### config.mk
export PLATFORM = sky130hd
export DESIGN_NAME = qhp_host_port
export DESIGN_NICKNAME = d
export VERILOG_FILES = /design/src/hw/qhp_pkg.sv /design/src/hw/qhp_irq_pins.sv /design/src/hw/qhp_host_port.sv
export SDC_FILE = /design/constraint.sdc
export NUM_CORES = 1
export LEC_CHECK = 0
export BUFFER_PORTS_ARGS = -buffer_cell sky130_fd_sc_hd__buf_4
export CORE_UTILIZATION = 39
export CTS_CLUSTER_DIAMETER = 50
export CTS_CLUSTER_SIZE = 8
export DETAILED_ROUTE_END_ITERATION = 7
export GPL_ROUTABILITY_DRIVEN = 1
export GPL_TIMING_DRIVEN = 0
export PLACE_DENSITY = 0.78
export SYNTH_ARGS = -nofsm -noshare
export SYNTH_HDL_FRONTEND = slang
export SYNTH_HIERARCHICAL = 1
export SYNTH_SLANG_ARGS = --single-unit
### constraint.sdc
create_clock -name ref_clk -period 1 [get_ports ref_clk]
set_clock_uncertainty 0.1 [all_clocks]
set_input_delay 0.05 -clock ref_clk [delete_from_list [all_inputs] [get_ports ref_clk]]
set_output_delay 0.05 -clock ref_clk [all_outputs]
set_load 0.01 [all_outputs]
### src/hw/qhp_pkg.sv
package qhp_pkg;

   // ---------------------------------------------------------------
   // Sizes
   // ---------------------------------------------------------------
   localparam int DATA_W   = 8;
   localparam int REG_AW   = 3;
   localparam int CHAN_N   = 4;
   localparam int CHAN_AW  = 2;

   // ---------------------------------------------------------------
   // Channel indices and reset values
   // ---------------------------------------------------------------
   localparam logic [CHAN_AW-1:0] CHAN_A_IDX = 2'h0;
   localparam logic [CHAN_AW-1:0] CHAN_B_IDX = 2'h1;
   localparam logic [CHAN_AW-1:0] CHAN_C_IDX = 2'h2;
   localparam logic [CHAN_AW-1:0] CHAN_D_IDX = 2'h3;
   localparam logic               PIN_IDLE   = 1'h1;
   localparam logic               PIN_LOW    = 1'h0;

   // Bus style picked by the mode pin
   typedef enum logic [0:0] {
      QHP_STYLE_RW     = 1'b0,
      QHP_STYLE_STROBE = 1'b1
   } qhp_style_type;

   // Host pin group, as sampled on ref_clk
   typedef struct packed {
      logic                read_strobe_n;
      logic                write_strobe_n;
      logic [CHAN_N-1:0]   chan_select_n;   // a in bit 0 .. d in bit 3
      logic [REG_AW-1:0]   reg_addr;
      logic [DATA_W-1:0]   data_in;
   } qhp_host_pins_type;

   // Access request toward the channel register files
   typedef struct packed {
      logic                rd_start;
      logic                wr_start;
      logic                wr_commit;
      logic [CHAN_AW-1:0]  chan;
      logic [REG_AW-1:0]   reg_addr;
      logic [DATA_W-1:0]   wr_data;
   } qhp_access_type;

endpackage : qhp_pkg

### src/hw/qhp_irq_pins.sv
`timescale 1ns/100ps

// ------------------------------------------------------------------
// Interrupt pin drivers for the four channels
// ------------------------------------------------------------------
module qhp_irq_pins #(
   parameter int CHAN_N = qhp_pkg::CHAN_N
) (
   input  wire logic              ref_clk,
   input  wire logic              rst_n,
   input  wire logic              clk_en,
   input  wire logic              style_strobe,
   input  wire logic              interrupt_select_pin,
   input  wire logic [CHAN_N-1:0] chan_irq,
   input  wire logic [CHAN_N-1:0] interrupt_output_enable,
   output logic      [CHAN_N-1:0] irq_out,
   output logic      [CHAN_N-1:0] irq_oe
);

   logic [CHAN_N-1:0] irq_out_reg;
   logic [CHAN_N-1:0] irq_oe_reg;
   logic              any_irq;

   assign any_irq = |chan_irq;

   // Per-channel pin drive, registered so pins never glitch
   for (genvar i = 0; i < CHAN_N; i++) begin : g_pin
      always_ff @(posedge ref_clk) begin
         if (!rst_n) begin
            irq_out_reg[i] <= qhp_pkg::PIN_LOW;
            irq_oe_reg[i]  <= qhp_pkg::PIN_LOW;
         end else if (clk_en) begin
            if (style_strobe) begin
               // Select pin overrides the enable bit
               irq_out_reg[i] <= chan_irq[i];
               irq_oe_reg[i]  <= interrupt_select_pin | interrupt_output_enable[i];
            end else if (i == 0) begin
               // Shared open-drain request, only pulls low
               irq_out_reg[i] <= qhp_pkg::PIN_LOW;
               irq_oe_reg[i]  <= any_irq;
            end else begin
               // Unused lines held at logic zero
               irq_out_reg[i] <= qhp_pkg::PIN_LOW;
               irq_oe_reg[i]  <= qhp_pkg::PIN_IDLE;
            end
         end
      end
   end

   assign irq_out = irq_out_reg;
   assign irq_oe  = irq_oe_reg;

endmodule : qhp_irq_pins

### src/hw/qhp_host_port.sv
`timescale 1ns/100ps

module qhp_host_port #(
   parameter int DATA_W = qhp_pkg::DATA_W,
   parameter int CHAN_N = qhp_pkg::CHAN_N
) (
   input  wire logic                         ref_clk,
   input  wire logic                         rst_n,
   input  wire logic                         clk_en,
   input  wire logic                         bus_style_select,
   input  wire logic                         interrupt_select_pin,
   input  wire qhp_pkg::qhp_host_pins_type   host_pins,
   output logic      [DATA_W-1:0]            data_out,
   output logic                              data_oe,
   output qhp_pkg::qhp_access_type           access,
   input  wire logic [DATA_W-1:0]            rd_data,
   input  wire logic [CHAN_N-1:0]            chan_irq,
   input  wire logic [CHAN_N-1:0]            interrupt_output_enable,
   input  wire logic [CHAN_N-1:0]            chan_tx_ready_n,
   input  wire logic [CHAN_N-1:0]            chan_rx_ready_n,
   output logic                              chan_a_irq_out,
   output logic                              chan_b_irq_out,
   output logic                              chan_c_irq_out,
   output logic                              chan_d_irq_out,
   output logic      [CHAN_N-1:0]            irq_oe,
   output logic                              tx_ready_all_n,
   output logic                              rx_ready_all_n
);

   // ---------------------------------------------------------------
   // Decode of style, channel and direction
   // ---------------------------------------------------------------
   qhp_pkg::qhp_style_type style;
   logic                   style_strobe;
   logic                   chan_hit;
   logic [1:0]             chan_sel;
   logic                   rd_active;
   logic                   wr_active;

   // Mode pin chooses the bus style
   assign style        = qhp_pkg::qhp_style_type'(bus_style_select);
   assign style_strobe = (style == qhp_pkg::QHP_STYLE_STROBE);

   // Channel decode; in strobe style the lowest select wins if the host asserts several
   always_comb begin
      chan_hit = 1'b0;
      chan_sel = qhp_pkg::CHAN_A_IDX;
      case (style)
         qhp_pkg::QHP_STYLE_STROBE: begin
            // One select per channel
            if (!host_pins.chan_select_n[0]) begin
               chan_hit = 1'b1;
               chan_sel = qhp_pkg::CHAN_A_IDX;
            end else if (!host_pins.chan_select_n[1]) begin
               chan_hit = 1'b1;
               chan_sel = qhp_pkg::CHAN_B_IDX;
            end else if (!host_pins.chan_select_n[2]) begin
               chan_hit = 1'b1;
               chan_sel = qhp_pkg::CHAN_C_IDX;
            end else if (!host_pins.chan_select_n[3]) begin
               chan_hit = 1'b1;
               chan_sel = qhp_pkg::CHAN_D_IDX;
            end
         end
         qhp_pkg::QHP_STYLE_RW: begin
            // Single chip select, two selects as address
            chan_hit = !host_pins.chan_select_n[0];
            chan_sel = host_pins.chan_select_n[2:1];
         end
         default: begin
            chan_hit = 1'b0;
            chan_sel = qhp_pkg::CHAN_A_IDX;
         end
      endcase
   end

   // Read and write phases; fourth select and read strobe unused in
   // read/write style, the host ties them high
   assign rd_active = chan_hit &&
                      (style_strobe ? !host_pins.read_strobe_n
                                    : host_pins.write_strobe_n);
   assign wr_active = chan_hit &&
                      (style_strobe ? !host_pins.write_strobe_n
                                    : !host_pins.write_strobe_n);

   // ---------------------------------------------------------------
   // Edge detection of the access phases
   // ---------------------------------------------------------------
   logic                 rd_active_reg;
   logic                 wr_active_reg;
   logic [1:0]           wr_chan_reg;
   logic [2:0]           wr_addr_reg;
   logic [DATA_W-1:0]    wr_data_reg;

   // Previous phase, to find starts and ends of strobes
   always_ff @(posedge ref_clk) begin
      if (!rst_n) begin
         rd_active_reg <= 1'b0;
         wr_active_reg <= 1'b0;
      end else if (clk_en) begin
         rd_active_reg <= rd_active;
         wr_active_reg <= wr_active;
      end
   end

   // Track address and data while the write phase is open, so the
   // commit at the strobe rise uses the last held byte
   always_ff @(posedge ref_clk) begin
      if (!rst_n) begin
         wr_chan_reg <= qhp_pkg::CHAN_A_IDX;
         wr_addr_reg <= '0;
         wr_data_reg <= '0;
      end else if (clk_en && wr_active) begin
         wr_chan_reg <= chan_sel;
         wr_addr_reg <= host_pins.reg_addr;
         wr_data_reg <= host_pins.data_in;
      end
   end

   // Access requests to the channel register files
   always_comb begin
      access           = '0;
      access.rd_start  = clk_en && rd_active && !rd_active_reg;
      access.wr_start  = clk_en && wr_active && !wr_active_reg;
      access.wr_commit = clk_en && !wr_active && wr_active_reg;
      access.chan      = access.wr_commit ? wr_chan_reg : chan_sel;
      access.reg_addr  = access.wr_commit ? wr_addr_reg : host_pins.reg_addr;
      access.wr_data   = wr_data_reg;
   end

   // ---------------------------------------------------------------
   // Data bus drive
   // ---------------------------------------------------------------
   logic [DATA_W-1:0] data_out_reg;
   logic              data_oe_reg;

   // Byte follows the register file while the read is held, so it is
   // stable at the strobe rise; released as soon as the read ends
   always_ff @(posedge ref_clk) begin
      if (!rst_n) begin
         data_out_reg <= '0;
         data_oe_reg  <= 1'b0;
      end else if (clk_en) begin
         data_oe_reg <= rd_active;
         if (rd_active) begin
            data_out_reg <= rd_data;
         end
      end
   end

   assign data_out = data_out_reg;
   assign data_oe  = data_oe_reg;

   // ---------------------------------------------------------------
   // Combined ready outputs
   // ---------------------------------------------------------------
   logic tx_all_reg;
   logic rx_all_reg;

   // Registered AND of the active-low channel statuses
   always_ff @(posedge ref_clk) begin
      if (!rst_n) begin
         tx_all_reg <= qhp_pkg::PIN_IDLE;
         rx_all_reg <= qhp_pkg::PIN_IDLE;
      end else if (clk_en) begin
         tx_all_reg <= &chan_tx_ready_n;
         rx_all_reg <= &chan_rx_ready_n;
      end
   end

   assign tx_ready_all_n = tx_all_reg;
   assign rx_ready_all_n = rx_all_reg;

   // ---------------------------------------------------------------
   // Interrupt pins
   // ---------------------------------------------------------------
   logic [CHAN_N-1:0] irq_vec;

   qhp_irq_pins #(
      .CHAN_N (CHAN_N)
   ) u_irq_pins (
      .ref_clk                 (ref_clk),
      .rst_n                   (rst_n),
      .clk_en                  (clk_en),
      .style_strobe            (style_strobe),
      .interrupt_select_pin    (interrupt_select_pin),
      .chan_irq                (chan_irq),
      .interrupt_output_enable (interrupt_output_enable),
      .irq_out                 (irq_vec),
      .irq_oe                  (irq_oe)
   );

   assign chan_a_irq_out = irq_vec[0];
   assign chan_b_irq_out = irq_vec[1];
   assign chan_c_irq_out = irq_vec[2];
   assign chan_d_irq_out = irq_vec[3];

endmodule : qhp_host_port

==> summary.md <==
| Metric | Value |
|---|---|
| Post-synth top flop | `dfxtp_1` |
| Power Density | `1158 nW/µm²` |
| 1st-pass router iterations | `4` |
| Worst Setup Slack, final | `-0.5408 ns` |
| Maxcap violations | `0` |
| Sequential share of the synthesized area | `0.4528` |
| Num Clock Sinks | `33` |
| Hold depth | `3` |
| Total power | `3.134 mW` |
| Clk root buf | `clkbuf_8` |
| Mux cell area share after synthesis | `0.1072` |
| Starting density of the core | `0.4206` |
| Vias | `1676` |
| CTS tree | `yes` |
| Layout cells sized above 1 | `0.3826` |
| Post-synth top area share | `0.4528` |
| Dpl hpwl | `2789 µm` |
| Reg2Reg Setup Slack | `0.18 ns` |
| WP data arrival | `1.39 ns` |
| Count leader, synth | `dfxtp_1` |
| H-tree lvl count | `2` |
| CP Capture Type | `primary output` |
| Synth area leader | `dfxtp_1` |
| DRC Markers | `0` |
| Final-stage net count | `343` |
| Post-synth EDFFs | `0` |
| Crit Path Class | `flop to primary output` |
| Clk buf depth | `2` |
| Row cnt | `21` |
| Global placement routability congestion | `0.8183` |
| Antenna Cells | `0` |
| Final max-slew violation count | `0` |
| Synth Area in Simple Gates | `0.2238` |
| Xor/xnor share of the synthesized area | `0` |
| Hold path startpoint | `chan_rx_ready_n[3]` |
| P&R area growth vs syn | `85.51%` |
| DRT iter0 DRCs | `57` |
| Maximum VDD drop | `1002 µV` |
| Initial antenna violation count | `0` |
| Filler cells | `243` |
| Synth Cell Area | `1459 µm²` |
| Final core utilization | `0.7803` |
| Port bufs | `80` |
| Slew headroom | `0.7796` |
| Largest family of logic cells by synthesized area | `simple AND/OR/NAND/NOR gates` |
| Vias per cell | `4.872` |
| Post-synthesis compound-gate area fraction | `0.1604` |
| Vert. Die Dim | `63.16 µm` |
| Final Critical Period | `1.541 ns` |
| CP required | `0.85 ns` |
| Total grt overflow | `0` |
| Netlist cell types | `28` |
| Placeable Area | `3468 µm²` |
| Vias in the first global route | `1648` |
| Tcrit/Tclk final | `1.541` |
| Synth Net Count | `216` |
| Critical R2R Launch | `data_oe` |
| RSZ-0062 raised after global routing | `yes` |
| Post-synth top cells | `dfxtp_1 (33), nand2_1 (30), nand3_1 (17), o21ai_0 (13), mux2i_1 (10)` |
| Syn avg cell area | `8.582 µm²` |
| CTS Buf Count | `5` |
| IO Count | `81` |
| Setup crit start kind | `flop` |
| Peak Freq | `649.0 MHz` |
| R2R Path End | `data_oe` |
| Hold Crit Class | `input pin to flop` |
| Clock slew at reported path FFs | `0.07 ns` |
| Antenna Nets Post-Route | `0` |
| End of the worst hold path | `rx_ready_all_n` |
| Final setup fails | `8` |
| Largest net degree at the start of global routing | `17` |
| Total track usage | `0.2462` |
| Synth Instances | `170` |
| Register-to-Register Path Depth | `2` |
| CP max FO | `6` |
| Failing checks | `setup timing` |
| Top cells by area, synth | `dfxtp_1 (45%), nand2_1 (7.7%), mux2i_1 (6.9%), nand3_1 (5.8%), o21ai_0 (4.5%)` |
| First-pass GRT wire length | `7583 µm` |
| Post-synthesis adder-cell area fraction | `0` |
| Routed len/inst | `13.17 µm` |
| Synth warn | `6` |
| Slew @ Worst Pin | `0.3306 ns` |
| Asr flop ratio synth | `0` |
| Pleak | `1.262 nW` |
| Routed WL | `4529 µm` |
| Die Width | `63.16 µm` |
| Status | `finished, violations left` |
| Hold Violations, Final | `0` |
| Die ar. | `3989 µm²` |
| Clk Latency, worst-skew pair | `0.29 ns` |
| #FFs+latches synth | `33` |
==> logic make-up (layout without fill, tap and decap cells) <==
kind of cell / count (synthesis) / in the layout
AOI/OAI and AO/OA: 34 / 34
buffers and inverters: 18 / 146
DFF: 33 / 33
muxes: 15 / 15
and+or+nand+nor: 70 / 70
==> worst max-delay path: stages, from the launching register on <==
cell	delay [ns]
dfxtp_2	0.33
nand2_2	0.06
a21oi_4	0.14
buf_12	0.14
mux2_4	0.30
buf_6	0.12
==> where the power goes <==
group / total, mW / internal (mW) / switching [mW]
combinational: 0.751 / 0.451 / 0.300
clock: 0.961 / 0.482 / 0.480
sequential: 1.42 / 1.39 / 0.0367
total: 3.13 / 2.32 / 0.816
==> metal layers <==
| layer | wire length, µm | share of wire | track usage | up-vias |
|---|---|---|---|---|
| met2 | 2476 | 0.55 | 0.4489 | 47 |
| met1 | 1777 | 0.39 | 0.2589 | 780 |
| met5 | 0 | 0 | 0 | - |
| li1 | - | - | - | 840 |
| met4 | 93 | 0.021 | 0.1192 | 0 |
| met3 | 181 | 0.040 | 0.06341 | 9 |
==> stage by stage <==
stage	hold slack, ns	area (µm²)	worst slack (ns)	setup TNS, ns	instances
floorplan	0.08258	1491	-0.1341	-0.8611	170
global placement	0.2029	2150	-0.4593	-10.80	296
detailed placement	0.2125	2150	-0.4607	-10.90	296
CTS	0.002203	2674	-0.5412	-3.240	343
global route	0.04811	2706	-0.6083	-3.787	344
finish	0.00009884	2706	-0.5408	-3.318	344
==> layout make-up <==
type                            instances  area [µm²]  area share
Buffer                                 10       70.07     0.02589
Clock buffer                            6       72.57     0.02681
Clock inverter                          2       10.01    0.003699
Inverter                                7       26.28    0.009709
Multi-Input combinational cell        119       749.5      0.2769
Sequential cell                        33       661.9      0.2446
Tap cell                               46       57.56     0.02127
Timing Repair Buffer                  121        1059      0.3911
==> worst max-delay path by stage <==
stage                     start  slack, ns  cells after the start    endpoint
3_5_place_dp   bus_style_select      -0.46                      6  access[10]
5_1_grt           wr_active_reg      -0.61                      5  access[10]
3_3_place_gp   bus_style_select      -0.46                      6  access[10]
4_1_cts           wr_active_reg      -0.54                      5  access[10]
2_1_floorplan     wr_active_reg      -0.13                      3  access[10]
6_report          wr_active_reg      -0.54                      5  access[10]
==> timing repair <==
item,4_1_cts,5_1_grt
gates resized for setup,15,10
setup buffers,5,1
hold endpoints to repair,29,0
gates cloned,0,0
hold buffers,35,0
pin swaps,4,0
setup endpoints to repair,23,24
==> layout by cell type, fill, tap and decap left out, drive strengths merged, types with 5 or more instances in the layout <==
| cell type | Yosys | layout |
|---|---|---|
| buf | 6 | 90 |
| dlygate4sd3 | 0 | 33 |
| dfxtp | 33 | 33 |
| nand2 | 30 | 30 |
| nand3 | 17 | 17 |
| o21ai | 16 | 16 |
| clkbuf | 5 | 12 |
| mux2i | 10 | 10 |
| nand2b | 7 | 7 |
| inv | 7 | 7 |
| nor2 | 7 | 7 |
| a21oi | 6 | 6 |
| mux2 | 5 | 5 |
(Power assumes the default switching activity.)
